===== src/core/hvp_consts.vh =====
// Constants for the high voltage I/O protection and monitor block
`ifndef HVP_CONSTS_VH
`define HVP_CONSTS_VH

// System clock rate in MHz
`define HVP_CLK_MHZ            40

// Short-circuit qualification times and wake monoflop time, in microseconds
`define HVP_BUS_SHORT_US       20
`define HVP_AUX_SHORT_US       20
`define HVP_WAKE_SHORT_US      400
`define HVP_MONOFLOP_US        1300000

// Cycle counts: the times above at the clock rate, sized to the counters they load
`define HVP_BUS_SHORT_CYC      16'h0320
`define HVP_AUX_SHORT_CYC      16'h0320
`define HVP_WAKE_SHORT_CYC     16'h3E80
`define HVP_MONOFLOP_CYC       26'h3197500

// Command codes written to the interface command register
`define HVP_CMD_READ_CFG       8'h01
`define HVP_CMD_WRITE_CFG      8'h02
`define HVP_CMD_READ_MON       8'h03

// Protection configuration field positions
`define HVP_CFG_OPEN_DIAG      0
`define HVP_CFG_TMO_DIS        1
`define HVP_CFG_PASSIVE        2
`define HVP_CFG_REENABLE       3
`define HVP_CFG_READBACK       4

// Monitor field positions
`define HVP_MON_WAKE_SHORT     0
`define HVP_MON_AUX_SHORT      1
`define HVP_MON_BUS_SHORT      2
`define HVP_MON_LOW_VOLT       3
`define HVP_MON_BUF_EN         4
`define HVP_MON_AUX_PIN        5
`define HVP_MON_OVER_TEMP      6
`define HVP_MON_WAKE_PIN       7

// Reset values
`define HVP_CFG_RESET          5'h00
`define HVP_DATA_RESET         8'h00

`endif


===== src/core/hvp_short_filter.v =====
// Short-circuit duration filter: qualifies a raw short flag held long enough
module hvp_short_filter #(
    parameter [15:0] LIMIT = 16'h0320
) (
    input  wire        mclk,
    input  wire        rst_b,
    input  wire        rawShort,
    output reg         qualShort_ff
);

    reg  [15:0] cnt_ff;
    reg  [15:0] nxt_cnt;

    // Count while the raw short persists, saturate at the limit
    always @*
    begin
        if (!rawShort)
            nxt_cnt = 16'h0000;
        else if (cnt_ff == LIMIT)
            nxt_cnt = cnt_ff;
        else
            nxt_cnt = cnt_ff + 16'h0001;
    end

    // Glitches shorter than the limit never reach the status logic
    always @(posedge mclk)
    begin
        if (!rst_b)
        begin
            cnt_ff       <= 16'h0000;
            qualShort_ff <= 1'b0;
        end
        else
        begin
            cnt_ff       <= nxt_cnt;
            qualShort_ff <= rawShort && (cnt_ff == LIMIT);
        end
    end

endmodule


===== src/core/hvp_io_protect.v =====
// High voltage I/O protection control and live monitor behind a command/data pair
//
// Overview of operation
// Re-enable bit write restores all short-disabled pins; shorts qualified 20/400 us.
// Re-enable bit write also restores wake and aux pins after thermal shutdown.
// Short-circuit pending interrupt clears only on re-enable write, even after short ends.
// Re-enable bit clears itself after being written with one.
// Passive mode: bus short raises interrupt and status, driver stays active.
// Active mode: bus short raises interrupt, status, disables driver until re-enable.
// Timeout bit zero: wake pin deasserts 1.3 s after assertion; one disables it.
// Open-circuit diagnostic bit connects wake pin pull-up; clearing disconnects it.
// Eight-bit monitor is read-only, read through command, returned in data register.
// With readback enabled, monitor bits 7 and 5 show wake and aux pins.
// Monitor bit 6 reads one once a thermal shutdown occurred.
// Monitor bit 4 shows the voltage channel input buffer enable.
// Monitor bit 3, when enabled, is zero after supply low; rearm clears. The code sets bit 3 back to one on rearm.
// Monitor bit 2 set by bus short, cleared by re-enable write.
// Monitor bit 1 set by aux short, cleared by re-enable write.
// Monitor bit 0 shows a wake driver short-circuit.
// Readback enable bit: pin edges raise interrupt and readback bits become valid.
// Short durations are qualified by system clock counters before any action.
`include "hvp_consts.vh"

module hvp_io_protect #(
    parameter [15:0] WAKE_SHORT_CYC = `HVP_WAKE_SHORT_CYC,
    parameter [25:0] MONOFLOP_CYC   = `HVP_MONOFLOP_CYC
) (
    input  wire        mclk,
    input  wire        rst_b,
    // Command and data interface
    input  wire        cmdWe,
    input  wire [7:0]  cmdIn,
    input  wire        dataWe,
    input  wire [7:0]  dataIn,
    output reg  [7:0]  dataOut_ff,
    output reg         cmdDone_ff,
    // Raw analog indications
    input  wire        busShortRaw,
    input  wire        auxShortRaw,
    input  wire        wakeShortRaw,
    input  wire        thermalEvt,
    input  wire        wakePinIn,
    input  wire        auxPinIn,
    input  wire        vbufEnabled,
    input  wire        supplyLow,
    // Base configuration controls from outside this block
    input  wire        lowFlagEnable,
    input  wire        lowFlagRearm,
    input  wire        wakeAssert,
    input  wire        hvIrqEnable,
    // Driver and interrupt controls
    output reg         busDrvEn_ff,
    output reg         auxDrvEn_ff,
    output reg         wakeDrvEn_ff,
    output reg         wakeOut_ff,
    output reg         wakePullupEn_ff,
    output reg         hvInterruptLine_ff
);

    ////////////////////////////////////////////////////////////////////////////
    // Declarations

    reg  [4:0]  cfg_ff;
    reg  [4:0]  nxt_cfg;
    reg  [7:0]  nxt_dataOut;
    reg         reEn_ff;
    reg         nxt_reEn;
    reg         busShortFlag_ff;
    reg         auxShortFlag_ff;
    reg         wakeShortFlag_ff;
    reg         overTemp_ff;
    reg         lowVoltOk_ff;
    reg         shortPend_ff;
    reg         busQualDly_ff;
    reg         auxQualDly_ff;
    reg         wakeQualDly_ff;
    reg         wakePinDly_ff;
    reg         auxPinDly_ff;
    reg         edgeSeen_ff;
    reg         wakeAssertDly_ff;
    reg         monoExpired_ff;
    reg  [25:0] monoCnt_ff;
    reg  [25:0] nxt_monoCnt;
    reg         nxt_monoExpired;
    reg  [7:0]  monitorVal;

    wire        busQual;
    wire        auxQual;
    wire        wakeQual;
    wire        busShortEvt;
    wire        auxShortEvt;
    wire        wakeShortEvt;
    wire        anyShortEvt;
    wire        readbackOn;
    wire        pinEdge;
    wire        passiveMode;
    wire        tmoDisabled;

    // Set-wins update of a sticky flag
    function sticky;
        input cur;
        input setEv;
        input clrEv;
        begin
            sticky = setEv | (cur & ~clrEv);
        end
    endfunction

    ////////////////////////////////////////////////////////////////////////////
    // Short-circuit qualification

    // duration counters
    hvp_short_filter #(
        .LIMIT        (`HVP_BUS_SHORT_CYC)
    ) u_busFilter (
        .mclk         (mclk),
        .rst_b        (rst_b),
        .rawShort     (busShortRaw),
        .qualShort_ff (busQual)
    );

    hvp_short_filter #(
        .LIMIT        (`HVP_AUX_SHORT_CYC)
    ) u_auxFilter (
        .mclk         (mclk),
        .rst_b        (rst_b),
        .rawShort     (auxShortRaw),
        .qualShort_ff (auxQual)
    );

    // wake pin needs the longer qualification time
    hvp_short_filter #(
        .LIMIT        (WAKE_SHORT_CYC)
    ) u_wakeFilter (
        .mclk         (mclk),
        .rst_b        (rst_b),
        .rawShort     (wakeShortRaw),
        .qualShort_ff (wakeQual)
    );

    // Rising edges of qualified shorts are the events; a held short acts once
    assign busShortEvt  = busQual & ~busQualDly_ff;
    assign auxShortEvt  = auxQual & ~auxQualDly_ff;
    assign wakeShortEvt = wakeQual & ~wakeQualDly_ff;
    assign anyShortEvt  = busShortEvt | auxShortEvt | wakeShortEvt;

    assign passiveMode  = cfg_ff[`HVP_CFG_PASSIVE];
    assign tmoDisabled  = cfg_ff[`HVP_CFG_TMO_DIS];
    assign readbackOn   = cfg_ff[`HVP_CFG_READBACK];

    ////////////////////////////////////////////////////////////////////////////
    // Command and data interface

    // Commands act in the cycle they are written; data writes only load the
    // data register, so a configuration write needs data first, then command
    always @*
    begin
        nxt_cfg     = cfg_ff;
        nxt_dataOut = dataOut_ff;
        nxt_reEn    = 1'b0;
        if (dataWe)
            nxt_dataOut = dataIn;
        if (cmdWe)
        begin
            case (cmdIn)
                `HVP_CMD_READ_CFG:
                begin
                    // re-enable bit always reads back as zero
                    nxt_dataOut = {3'h0, cfg_ff[4], 1'b0, cfg_ff[2:0]};
                end
                `HVP_CMD_WRITE_CFG:
                begin
                    nxt_cfg  = {dataOut_ff[4], 1'b0, dataOut_ff[2:0]};
                    // one-cycle re-enable pulse
                    nxt_reEn = dataOut_ff[`HVP_CFG_REENABLE];
                end
                `HVP_CMD_READ_MON:
                begin
                    // monitor returned through the data register
                    nxt_dataOut = monitorVal;
                end
                default:
                begin
                    nxt_dataOut = nxt_dataOut;
                end
            endcase
        end
    end

    // Interface registers; the stored re-enable bit is never kept
    always @(posedge mclk)
    begin
        if (!rst_b)
        begin
            cfg_ff     <= `HVP_CFG_RESET;
            dataOut_ff <= `HVP_DATA_RESET;
            reEn_ff    <= 1'b0;
            cmdDone_ff <= 1'b0;
        end
        else
        begin
            cfg_ff     <= nxt_cfg;
            dataOut_ff <= nxt_dataOut;
            // self-clearing pulse
            reEn_ff    <= nxt_reEn;
            cmdDone_ff <= cmdWe;
        end
    end

    ////////////////////////////////////////////////////////////////////////////
    // Status flags and driver enables

    // A new short in the re-enable cycle wins, so no event is lost
    always @(posedge mclk)
    begin
        if (!rst_b)
        begin
            busQualDly_ff    <= 1'b0;
            auxQualDly_ff    <= 1'b0;
            wakeQualDly_ff   <= 1'b0;
            busShortFlag_ff  <= 1'b0;
            auxShortFlag_ff  <= 1'b0;
            wakeShortFlag_ff <= 1'b0;
            overTemp_ff      <= 1'b0;
            shortPend_ff     <= 1'b0;
            busDrvEn_ff      <= 1'b1;
            auxDrvEn_ff      <= 1'b1;
            wakeDrvEn_ff     <= 1'b1;
        end
        else
        begin
            busQualDly_ff    <= busQual;
            auxQualDly_ff    <= auxQual;
            wakeQualDly_ff   <= wakeQual;
            // bus short status
            busShortFlag_ff  <= sticky(busShortFlag_ff, busShortEvt, reEn_ff);
            // aux short status
            auxShortFlag_ff  <= sticky(auxShortFlag_ff, auxShortEvt, reEn_ff);
            // wake short status
            wakeShortFlag_ff <= sticky(wakeShortFlag_ff, wakeShortEvt, reEn_ff);
            // thermal shutdown seen
            overTemp_ff      <= sticky(overTemp_ff, thermalEvt, reEn_ff);
            // pending short interrupt cleared only by re-enable
            shortPend_ff     <= sticky(shortPend_ff, anyShortEvt, reEn_ff);
            // bus driver kept in passive mode, cut in active mode
            busDrvEn_ff      <= ~sticky(~busDrvEn_ff, busShortEvt & ~passiveMode, reEn_ff);
            // aux and wake drivers cut by short or thermal event
            auxDrvEn_ff      <= ~sticky(~auxDrvEn_ff, auxShortEvt | thermalEvt, reEn_ff);
            wakeDrvEn_ff     <= ~sticky(~wakeDrvEn_ff, wakeShortEvt | thermalEvt, reEn_ff);
        end
    end

    ////////////////////////////////////////////////////////////////////////////
    // Low voltage flag

    // one means supply stayed good; a drop while enabled clears it and
    // only a rearm sets it again; a drop in the rearm cycle wins
    always @(posedge mclk)
    begin
        if (!rst_b)
            lowVoltOk_ff <= 1'b1;
        else if (lowFlagEnable && supplyLow)
            lowVoltOk_ff <= 1'b0;
        else if (lowFlagRearm)
            lowVoltOk_ff <= 1'b1;
    end

    ////////////////////////////////////////////////////////////////////////////
    // Pin readback edges and interrupt line

    // edges count only while readback is enabled
    assign pinEdge = readbackOn & ((wakePinIn ^ wakePinDly_ff) | (auxPinIn ^ auxPinDly_ff));

    // The outer mask gates the line; the pending short holds it until re-enable
    always @(posedge mclk)
    begin
        if (!rst_b)
        begin
            wakePinDly_ff      <= 1'b0;
            auxPinDly_ff       <= 1'b0;
            edgeSeen_ff        <= 1'b0;
            hvInterruptLine_ff <= 1'b0;
        end
        else
        begin
            wakePinDly_ff      <= wakePinIn;
            auxPinDly_ff       <= auxPinIn;
            // edge interrupt pulse
            edgeSeen_ff        <= pinEdge;
            // interrupt from short events
            hvInterruptLine_ff <= hvIrqEnable & (shortPend_ff | anyShortEvt | edgeSeen_ff);
        end
    end

    ////////////////////////////////////////////////////////////////////////////
    // Wake monoflop

    // count from the assertion edge; disabled counter never expires
    always @*
    begin
        nxt_monoCnt     = monoCnt_ff;
        nxt_monoExpired = monoExpired_ff;
        if (!wakeAssert || tmoDisabled)
        begin
            nxt_monoCnt     = 26'h0000000;
            nxt_monoExpired = 1'b0;
        end
        else if (!monoExpired_ff)
        begin
            if (monoCnt_ff == MONOFLOP_CYC - 26'h0000001)
                nxt_monoExpired = 1'b1;
            else
                nxt_monoCnt = monoCnt_ff + 26'h0000001;
        end
    end

    // Wake output follows the request unless timed out or its driver is cut
    always @(posedge mclk)
    begin
        if (!rst_b)
        begin
            monoCnt_ff       <= 26'h0000000;
            monoExpired_ff   <= 1'b0;
            wakeAssertDly_ff <= 1'b0;
            wakeOut_ff       <= 1'b0;
            wakePullupEn_ff  <= 1'b0;
        end
        else
        begin
            monoCnt_ff       <= nxt_monoCnt;
            monoExpired_ff   <= nxt_monoExpired;
            wakeAssertDly_ff <= wakeAssert;
            // timed deassertion
            wakeOut_ff       <= wakeAssert & wakeAssertDly_ff & ~nxt_monoExpired
                                & wakeDrvEn_ff;
            // diagnostic pull-up follows its bit
            wakePullupEn_ff  <= nxt_cfg[`HVP_CFG_OPEN_DIAG];
        end
    end

    ////////////////////////////////////////////////////////////////////////////
    // Live monitor value

    // read-only snapshot assembled at read time
    always @*
    begin
        monitorVal = 8'h00;
        // pin readback bits
        monitorVal[`HVP_MON_WAKE_PIN]   = readbackOn & wakePinIn;
        monitorVal[`HVP_MON_AUX_PIN]    = readbackOn & auxPinIn;
        // thermal bit
        monitorVal[`HVP_MON_OVER_TEMP]  = overTemp_ff;
        // buffer enable bit
        monitorVal[`HVP_MON_BUF_EN]     = vbufEnabled;
        // valid only when enabled
        monitorVal[`HVP_MON_LOW_VOLT]   = lowFlagEnable & lowVoltOk_ff;
        // short status bits
        monitorVal[`HVP_MON_BUS_SHORT]  = busShortFlag_ff;
        monitorVal[`HVP_MON_AUX_SHORT]  = auxShortFlag_ff;
        monitorVal[`HVP_MON_WAKE_SHORT] = wakeShortFlag_ff;
    end

endmodule


===== config.mk =====
export PLATFORM = sky130hd
export DESIGN_NAME = hvp_io_protect
export DESIGN_NICKNAME = d
export VERILOG_FILES = /design/src/core/hvp_short_filter.v /design/src/core/hvp_io_protect.v
export VERILOG_INCLUDE_DIRS = /design/src /design/src/core
export SDC_FILE = /design/constraint.sdc
export NUM_CORES = 1
export LEC_CHECK = 0
export ABC_AREA = 1
export BUFFER_PORTS_ARGS = -buffer_cell sky130_fd_sc_hd__buf_2
export CORE_UTILIZATION = 35
export DETAILED_ROUTE_END_ITERATION = 10
export GPL_ROUTABILITY_DRIVEN = 0
export GPL_TIMING_DRIVEN = 0
export REMOVE_ABC_BUFFERS = 1
export SLEW_MARGIN = 25
export SYNTH_ARGS = -nofsm -noshare
export SYNTH_HDL_FRONTEND = slang
export SYNTH_SLANG_ARGS = --single-unit
export TNS_END_PERCENT = 5

===== constraint.sdc =====
create_clock -name mclk -period 2.15 [get_ports mclk]
set_input_delay 0 -clock mclk [delete_from_list [all_inputs] [get_ports mclk]]
set_output_delay 0 -clock mclk [all_outputs]
set_load 0.03 [all_outputs]

* Yosys cells after proc, flatten, opt, wreduce, memory -nomap -nowiden
Cells that the tools add are included.
Operators by class: equality and inequality tests 7, mux-type cells 8, bitwise logic cells 52, add/sub/neg operators 4, reductions and logical operators 14
Operators by type and width (number):
- $add 16x1->16 const B | 3
- $eq 16x10->1 const B | 2
- $add 26x1->26 const B | 1
- $eq 26x26->1 const B | 1
- $and 1x1->1 | 20
- $eq 16x14->1 const B | 1
- $eq 8x2->1 const B | 2
- $mux 8 | 2
- $pmux 8 s2 | 1
- $not 1->1 | 15
- $or 1x1->1 | 15
- $reduce_and 2->1 | 5
- $eq 8x1->1 const B | 1
- $mux 1 | 5
- $logic_and 1x1->1 | 4
- $reduce_and 3->1 | 1
- $reduce_bool 2->1 | 1
- $reduce_or 2->1 | 1
- $xor 1x1->1 | 2
- $logic_not 1->1 | 1
- $logic_or 1x1->1 | 1
Storage, ports and cells: output and inout bits 15, logic and storage cells 116, bits in registers 110, input bits 32

* Longest topological paths before layout
Gate-level depths: netlist of the first run.
word-level depth 7, mapped depth 11, depth with buffers taken out 10

* Modules after synthesis
Synthesis of the first run repeated with hierarchy kept, for this count alone.
Second synthesis, totals: cells, all modules 900, area total of the unflattened synthesis 5849.4 um2
By module, submodules not included:
- hvp_io_protect | area an instance 3005.4 um2, times used 1, cells each 448
- hvp_short_filter (u_auxFilter ...) | area an instance 943.4 um2, times used 2, cells each 151
- hvp_short_filter (u_wakeFilter) | area an instance 957.2 um2, times used 1, cells each 150

* Worst setup path before layout of the first run
OpenSTA, ideal clock, no wires.
kind flip-flop to flip-flop, from reg monoCnt_ff[0], to reg monoCnt_ff[8], period minus slack after synthesis 1.605 ns, path buffers 1, path slack 0.545 ns, cell stages (with the launch flop) 12, arrival 1.473 ns, setup time 0.132 ns, cells stage by stage dfxtp_1 -> ha_1 -> inv_1 -> nor2_2 -> nand2_2 -> nor2_4 -> nand2_4 -> nand2_4 -> inv_2 -> buf_6 -> nand2_1 -> a21oi_1
Between the ends: cells in the longest elaborated chain, start to end 3, elaborated cells between the ends (all ways) 4, those cells by class add/sub: 1; eq/ne: 1; bitwise: 1; reduce/logical: 1
RTL lines:
- start, declared | RTL line hvp_io_protect.v:82 | reg [25:0] monoCnt_ff;
- start signal, assigned | RTL line hvp_io_protect.v:330 | monoCnt_ff <= nxt_monoCnt;
- branches (longest 3 deep; another with $add 26x1->26)
Parallel ways; which one is timed is not known. A chain may end at the register's enable or synchronous reset.

* Worst setup path in the final report of the first run
from reg monoCnt_ff[0], to reg monoCnt_ff[24]
The elaborated chain is that of the path after synthesis.

==> tab_implementation.tex, run 1 <==
\begin{tabular}{lr}
\hline
Metric & Value \\
\hline
\multicolumn{2}{l}{\textbf{Min path}} \\
Worst hold path startpoint & dataIn[0] \\
Worst hold-check path type & primary input to register \\
Hold Crit Endpoint & dataOut\_ff[0] \\
Worst hold path cell count & 4 \\
\multicolumn{2}{l}{\textbf{Clocking}} \\
Max Root-Sink Buffers & 2 \\
Number of buffers created by CTS & 9 \\
Cell at the root of the clock tree & clkbuf\_16 \\
Worst-path clk slew & 0.07 ns \\
CTS tree & built \\
Skew-Pair Late Insertion Delay & $\sim$0.35 ns \\
Max H-tree Level & 3 \\
CTS sink cnt & between 100 and 150 \\
\multicolumn{2}{l}{\textbf{Yosys}} \\
Post-synthesis instance area & roughly 5400 um\^{}2 \\
Cell count after synthesis & 797 \\
Cell accounting for the most synthesized area & dfxtp\_1 \\
Distinct cell type count of the synthesized netlist & 34 \\
Fraction of synthesized cell area taken by the top area cell type & 41.1\% \\
Seq/Total Area, Yosys & between 40\% and 50\% \\
FFs w/ async S/R, synth & 0\% \\
Synthesized-area fraction occupied by adder cells & between 1.5 and 2\% \\
Post-synth EDFFs & 0 \\
Compound-gate portion of the synthesized area & 11.2\% \\
Flip-flop and latch count after synthesis & 110 \\
Post-synthesis simple-gate area fraction & between 30\% and 40\% \\
Mean cell area of the mapped netlist & $\sim$6.7 um\^{}2 \\
Dominant register cell in the synthesized netlist & dfxtp\_1 \\
Multiplexer area fraction after synthesis & less than 1\% \\
Synth top area cells & dfxtp\_1 41\%, nand2\_1 13\%, nor2\_1 8.1\% \\
XOR/XNOR share of the synthesized area & about 3.1\% \\
Synth warn & 0 \\
Combinational family with the most area after synthesis & simple AND/OR/NAND/NOR gates \\
\multicolumn{2}{l}{\textbf{Cells and area}} \\
Most common cell after layout, fill and taps aside & nand2\_1 \\
Commonest cells after routing, fill and taps aside & 191 x nand2\_1, 116 x nor2\_1, 111 x inv\_1 \\
Antenna fix cells & 0 \\
Multi-input gate area in the final layout & $\sim$2700 um\^{}2 \\
Share of post-route cells with drive strength above 1 & under 10\% \\
Area Growth Syn to Fin & 15.9\% \\
Area taken by flip-flops and latches & 2200 um\^{}2 \\
Net count, final & $\sim$900 \\
Filler cells & between 1.5k and 2k \\
\multicolumn{2}{l}{\textbf{Global routing}} \\
Pin count of the biggest net entering global routing & 23 \\
Grt ovf & 0 \\
Number of antenna violations at the first check in global routing & 0 \\
Global-route wire length before repair & slightly above 20 mm \\
Overall fraction of global-route tracks in use & approximately 16\% \\
Via count of the first global-routing pass & around 4.6k \\
\multicolumn{2}{l}{\textbf{Setup path}} \\
Worst Setup SP & monoCnt\_ff[0] \\
Crit-path max FO & 21 \\
FF-to-FF End & monoCnt\_ff[24] \\
RR Startpoint & monoCnt\_ff[0] \\
Type of origin of the critical path & register \\
Number of cells on the worst reg-to-reg path & 10 \\
WP data required & $\sim$2.4 ns \\
CP Class & register to register \\
Arrival time at the worst endpoint & about 2.1 ns \\
Setup slack of the worst register-to-register path & about 0.24 ns \\
Endpoint kind of the worst setup timing path & register \\
\multicolumn{2}{l}{\textbf{STA}} \\
Endpoints failing hold & 0 \\
Final total negative setup slack & 0 ns \\
Period utilisation layout & around 89\% \\
Max transition margin & a little over half \\
Tmin final & 1.91 ns \\
Unrepaired setup endpoints after global routing & no \\
Transition at the pin with the smallest max-transition slack & approximately 0.7 ns \\
FMAX & 523 MHz \\
Final number of max-transition violations & 0 \\
Clock Skew & about 0.0097 ns \\
Setup violations, final & 0 \\
Final setup slack of the worst path & around 0.24 ns \\
\multicolumn{2}{l}{\textbf{Run status}} \\
Result of the run & complete, no violations \\
\multicolumn{2}{l}{\textbf{Power and ir drop}} \\
Power per cell area & approximately 620 nW/um\^{}2 \\
Max IR drop VDD & roughly 0.45 mV \\
Reported leakage power & roughly 0.0024 uW \\
Power, Total & between 3000 and 4000 uW \\
\multicolumn{2}{l}{\textbf{Detailed routing}} \\
Final routed wire length divided by cell count & approximately 11 um \\
First DRT Iteration DRCs & between 200 and 300 \\
Antenna Nets Post-Route & 0 \\
Via count & 4,864 \\
DRT Pass-1 Iters & 4 \\
Detailed Route WL & $\sim$12 mm \\
Post-detailed-route via-to-cell ratio & around 4.6 \\
DR DRC count & 0 \\
\multicolumn{2}{l}{\textbf{Floorplan}} \\
Effective utilization at floorplan & 36.3\% \\
Core region area & $\sim$15,000 um\^{}2 \\
Top-level I/O count & 47 \\
Die height & roughly 130 um \\
Die Span X & between 100 and 150 um \\
Die footprint & roughly 16,000 um\^{}2 \\
\# rows & 44 \\
\multicolumn{2}{l}{\textbf{Placed design}} \\
\# port buffers & 46 \\
Pre-CTS setup slack & around 0.071 ns \\
DP HPWL & between 8 and 9 mm \\
\multicolumn{2}{l}{\textbf{Flow run}} \\
Maximum capacitance violations & 0 \\
\hline
\end{tabular}
## synthesized netlist by cell type, types with 3 or more instances
cell,n
dfxtp_1,110
nand4_1,28
inv_1,111
buf_6,3
xnor2_1,9
clkbuf_1,6
ha_1,7
xor2_1,10
nor2_1,116
nand3_1,49
or2_2,5
nor3_1,18
nor2_2,4
a21oi_1,58
o21ai_0,44
o21a_1,4
nand2_1,191
## what timing repair did
item                                    in CTS  in global routing
resized for setup                            0                  3
endpoints found under the setup margin       0                 17
hold buffers                                17                  0
setup buffers                                0                  0
endpoints found under the hold margin       18                  0
## logic make-up after synthesis
kind of cell | after synthesis
buffers and inverters | 126
multiplexers | 2
flip-flops | 110
adder cells (fa/ha/maj) | 7
XOR/XNOR | 19
AND/OR/NAND/NOR | 418
AO/OA/AOI/OAI | 115
## worst max-delay path, stage by stage, from the launching register on
cell     delay, ns
dfxtp_1       0.41
ha_1          0.25
inv_1         0.07
nor2_2        0.17
nand2_2       0.12
nor2_4        0.12
nand2_4       0.15
nand2_8       0.19
inv_4         0.14
nand2_1       0.09
a21oi_1       0.05
## final cells by class
type / count / area share, %
Clock inverter: 6 / 0.887
Sequential cell: 110 / 35.5
Multi-Input combinational cell: 561 / 42.9
Tap cell: 184 / 3.71
Clock buffer: 9 / 3.63
Timing Repair Buffer: 63 / 6.45
Inverter: 114 / 6.94
## where the power goes
part           internal, uW  switching (uW)  leakage [uW]
Sequential             2060            18.7      0.000891
Clock                   801             780      0.000138
Combinational          85.2             127       0.00139
Total                  2950             925       0.00242
## stage by stage
step                      std cells  hold slack (ns)  instance area [um^2]  util (%)
after global placement         1015            0.223                  5740      38.9
final                          1047           0.0181                  6200      42.1
after global routing           1047           0.0233                  6200      42.1
after floorplan                 785           0.0689                  5280         -
after CTS                      1047          0.00440                  6190      42.0
after detailed placement       1015            0.221                  5740      38.9
## how the worst max path moves through the flow
stage	to	slack (ns)	cells past startpoint
after CTS	monoCnt_ff[16]	0.05	10
after detailed placement	monoCnt_ff[16]	0.07	10
after global placement	monoCnt_ff[16]	0.06	10
after global routing	monoCnt_ff[5]	0.03	10
final	monoCnt_ff[24]	0.24	10
after floorplan	monoCnt_ff[16]	0.43	10
## routing by layer
| metal | wire length [um] | up-vias | global-route usage, % |
|---|---|---|---|
| li1 | - | 2673 | - |
| met1 | 5640 | 2137 | 19.4 |
| met2 | 5690 | 48 | 27.6 |
| met3 | 334 | 6 | 4.33 |
| met4 | 96 | 0 | 3.80 |
| met5 | 0 | - | 0 |
## sequential cells by signal, indices dropped and copies added (netlist names), 4 cells and up
register,count
monoCnt_ff,26
u_auxFilter.cnt_ff,16
u_busFilter.cnt_ff,16
u_wakeFilter.cnt_ff,16
dataOut_ff,8
cfg_ff,4
Power figures use the tool's default switching activity.
==> run 2: changes to the inputs <==
GPL_TIMING_DRIVEN = default   (was 0)
==> tab_implementation.tex, run 2 (synthesis results as in run 1) <==
\begin{tabular}{lr}
\hline
Metric & Value \\
\hline
\multicolumn{2}{l}{\textbf{Run status}} \\
Result of the run & complete, no violations \\
\multicolumn{2}{l}{\textbf{Cells and area}} \\
Utilization of the core after routing & 42.5\% (+0.46 points) \\
Filler cells & 1,550 (+0.13\%) \\
Commonest cells after routing, fill and taps aside & 191 x nand2\_1, 116 x nor2\_1, 111 x inv\_1 \\
Most common cell after layout, fill and taps aside & nand2\_1 \\
Area Growth Syn to Fin & 17.2\% \\
Post-layout instance area & 6270 um\^{}2 (+1.1\%) \\
Non-filler instance count after layout & 1,057 (+0.96\%) \\
Antenna fix cells & 0 (unchanged) \\
Largest register FFs & 26 (unchanged) \\
Net count, final & 907 (+1.0\%) \\
Multi-input gate area in the final layout & 2650 um\^{}2 (-0.33\%) \\
Share of post-route cells with drive strength above 1 & 9.62\% (+0.93 points) \\
Largest register by flop count & monoCnt\_ff \\
Area taken by flip-flops and latches & 2200 um\^{}2 (unchanged) \\
\multicolumn{2}{l}{\textbf{Setup path}} \\
Crit-path max FO & 17 (-19\%) \\
Endpoint kind of the worst setup timing path & register \\
FF-to-FF End & monoCnt\_ff[25] \\
Arrival time at the worst endpoint & 2.14 ns (+0.02 ns) \\
Slowest stage delay, CP & 0.41 ns (about the same) \\
WP data required & 2.40 ns (+0.05 ns) \\
Cells along the critical path & ha\_1 -> inv\_1 -> nor2\_2 -> nand2\_2 -> nor2\_4 -> nand2\_4 -> nand2\_4 -> buf\_4 -> nor2\_1 -> nor2\_1 -> nor2\_1 \\
RR Startpoint & monoCnt\_ff[0] \\
Number of cells on the worst reg-to-reg path & 11 (+1) \\
CP Class & register to register \\
Cell repeated most along the worst path & nor2\_1 \\
Cell with the biggest individual delay on the critical path & dfxtp\_1 \\
Type of origin of the critical path & register \\
Setup slack of the worst register-to-register path & 0.26 ns (+0.02 ns) \\
\multicolumn{2}{l}{\textbf{Floorplan}} \\
Die height & 126 um (unchanged) \\
Top-level I/O count & 47 (unchanged) \\
Die Span X & 126 um (unchanged) \\
\# rows & 44 (unchanged) \\
Die footprint & 15,800 um\^{}2 (unchanged) \\
Core region area & 14,800 um\^{}2 (unchanged) \\
Effective utilization at floorplan & 36.3\% (unchanged) \\
\multicolumn{2}{l}{\textbf{STA}} \\
Clock Skew & 0.00723 ns (-0.00247 ns) \\
Endpoints failing hold & 0 (unchanged) \\
Tmin final & 1.89 ns (-0.0232 ns) \\
Max transition margin & 59.3\% (+5.2 points) \\
Unrepaired setup endpoints after global routing & no \\
FMAX & 529 MHz (+1.2\%) \\
Period utilisation layout & 87.9\% (-1.1 points) \\
Setup violations, final & 0 (unchanged) \\
Final number of max-transition violations & 0 (unchanged) \\
Final total negative setup slack & 0 ns (unchanged) \\
Transition at the pin with the smallest max-transition slack & 0.605 ns (-0.0818 ns) \\
\multicolumn{2}{l}{\textbf{Min path}} \\
Worst hold path cell count & 4 (unchanged) \\
Worst hold-check path type & primary input to register \\
Worst hold path startpoint & dataIn[0] \\
Hold Crit Endpoint & dataOut\_ff[0] \\
\multicolumn{2}{l}{\textbf{Detailed routing}} \\
Antenna Nets Post-Route & 0 (unchanged) \\
First DRT Iteration DRCs & 344 (+19\%) \\
Post-detailed-route via-to-cell ratio & 4.74 (+2.0\%) \\
Final routed wire length divided by cell count & 11.5 um (+2.1\%) \\
DRT Pass-1 Iters & 4 (unchanged) \\
Detailed Route WL & 12.1 mm (+3.1\%) \\
DR DRC count & 0 (unchanged) \\
Via count & 5,011 (+3.0\%) \\
\multicolumn{2}{l}{\textbf{Global routing}} \\
Via count of the first global-routing pass & 4,636 (+0.19\%) \\
Number of antenna violations at the first check in global routing & 0 (unchanged) \\
Overall fraction of global-route tracks in use & 16.2\% (+0.31 points) \\
Global-route wire length before repair & 21.1 mm (+2.0\%) \\
Pin count of the biggest net entering global routing & 20 (-13\%) \\
Grt ovf & 0 (unchanged) \\
\multicolumn{2}{l}{\textbf{Power and ir drop}} \\
Power per cell area & 627 nW/um\^{}2 (+0.51\%) \\
Max IR drop VDD & 0.375 mV (-16\%) \\
Reported leakage power & 0.00246 uW (+1.8\%) \\
\multicolumn{2}{l}{\textbf{Flow run}} \\
Maximum capacitance violations & 0 (unchanged) \\
\multicolumn{2}{l}{\textbf{Clocking}} \\
CTS sink cnt & 110 (unchanged) \\
Cells resized by post-CTS repair & 0 (unchanged) \\
Worst-path clk slew & 0.07 ns (about the same) \\
CTS tree & built \\
Cell at the root of the clock tree & clkbuf\_16 \\
Number of buffers inserted to repair setup after CTS & 0 (unchanged) \\
Max Root-Sink Buffers & 2 (unchanged) \\
Number of buffers created by CTS & 9 (unchanged) \\
Skew-Pair Late Insertion Delay & 0.35 ns (about the same) \\
Max H-tree Level & 3 (unchanged) \\
\multicolumn{2}{l}{\textbf{Placed design}} \\
Placed Instance Area & 5800 um\^{}2 (+1.0\%) \\
DP HPWL & 8.88 mm (+4.6\%) \\
\# port buffers & 46 (unchanged) \\
Placed instance count & 1,023 (+0.79\%) \\
\hline
\end{tabular}
[run 2: cell types whose count changed in the layout (fill, tap and decap cells not counted), sizes merged]
cell,delta
buf,+8
clkbuf,+1
clkinv,-2
clkinvlp,+1
dlygate4sd3,+1
inv,+1
[run 2: how the worst max path moves through the flow]
stage                        startpoint  slack (ns)              to
after floorplan           monoCnt_ff[0]        0.43  monoCnt_ff[16]
after detailed placement  monoCnt_ff[0]        0.27  monoCnt_ff[25]
after global routing      monoCnt_ff[1]        0.05  monoCnt_ff[11]
after global placement    monoCnt_ff[0]        0.28  monoCnt_ff[25]
after CTS                 monoCnt_ff[0]        0.26  monoCnt_ff[25]
final                     monoCnt_ff[0]        0.26  monoCnt_ff[25]
[run 2: timing repair]
item | CTS | global route
setup endpoints to repair | 0 | 0
hold endpoints to repair | 18 | 0
hold buffers | 18 | 0
[run 2: metal layers]
| metal | vias to the layer above | part of all wire [%] | GRT usage [%] |
|---|---|---|---|
| met2 | 55 | 47 | 27.9 |
| met5 | - | 0 | 0 |
| met3 | 12 | 3.1 | 3.27 |
| met4 | 0 | 1.2 | 5.02 |
| li1 | 2687 | - | - |
| met1 | 2257 | 48 | 20.3 |
[run 2: per-stage QoR]
stage	worst slack, ns	hold slack (ns)	total power [uW]
floorplan	0.429	0.0689	2230
global placement	0.281	0.220	2320
detailed placement	0.269	0.220	2320
CTS	0.256	0.00129	4000
global route	0.0520	0.0144	4110
finish	0.260	0.0113	3930
[run 2: critical path, delay by kind of cell, from the launching register on]
kind	cells	cell delay, ns
buffers and inverters	2	0.27
flip-flops	1	0.41
adder cells (fa/ha/maj)	1	0.26
AND/OR/NAND/NOR	8	0.88
[run 2: cell type report]
cell class / count / share of cell area (%)
multi-input cells: 561 / 42.3
flip-flops and latches: 110 / 35.1
repair buffers: 72 / 7.50
inverters: 114 / 6.82
clock buffers: 10 / 3.81
well taps: 184 / 3.67
clock inverters: 6 / 0.798
[run 2: power breakdown]
group | leakage [uW] | switching [uW] | total (uW) | internal (uW)
combinational | 0.00143 | 128 | 218 | 89.9
sequential | 0.000891 | 18.5 | 2080 | 2060
clock | 0.000141 | 801 | 1640 | 836
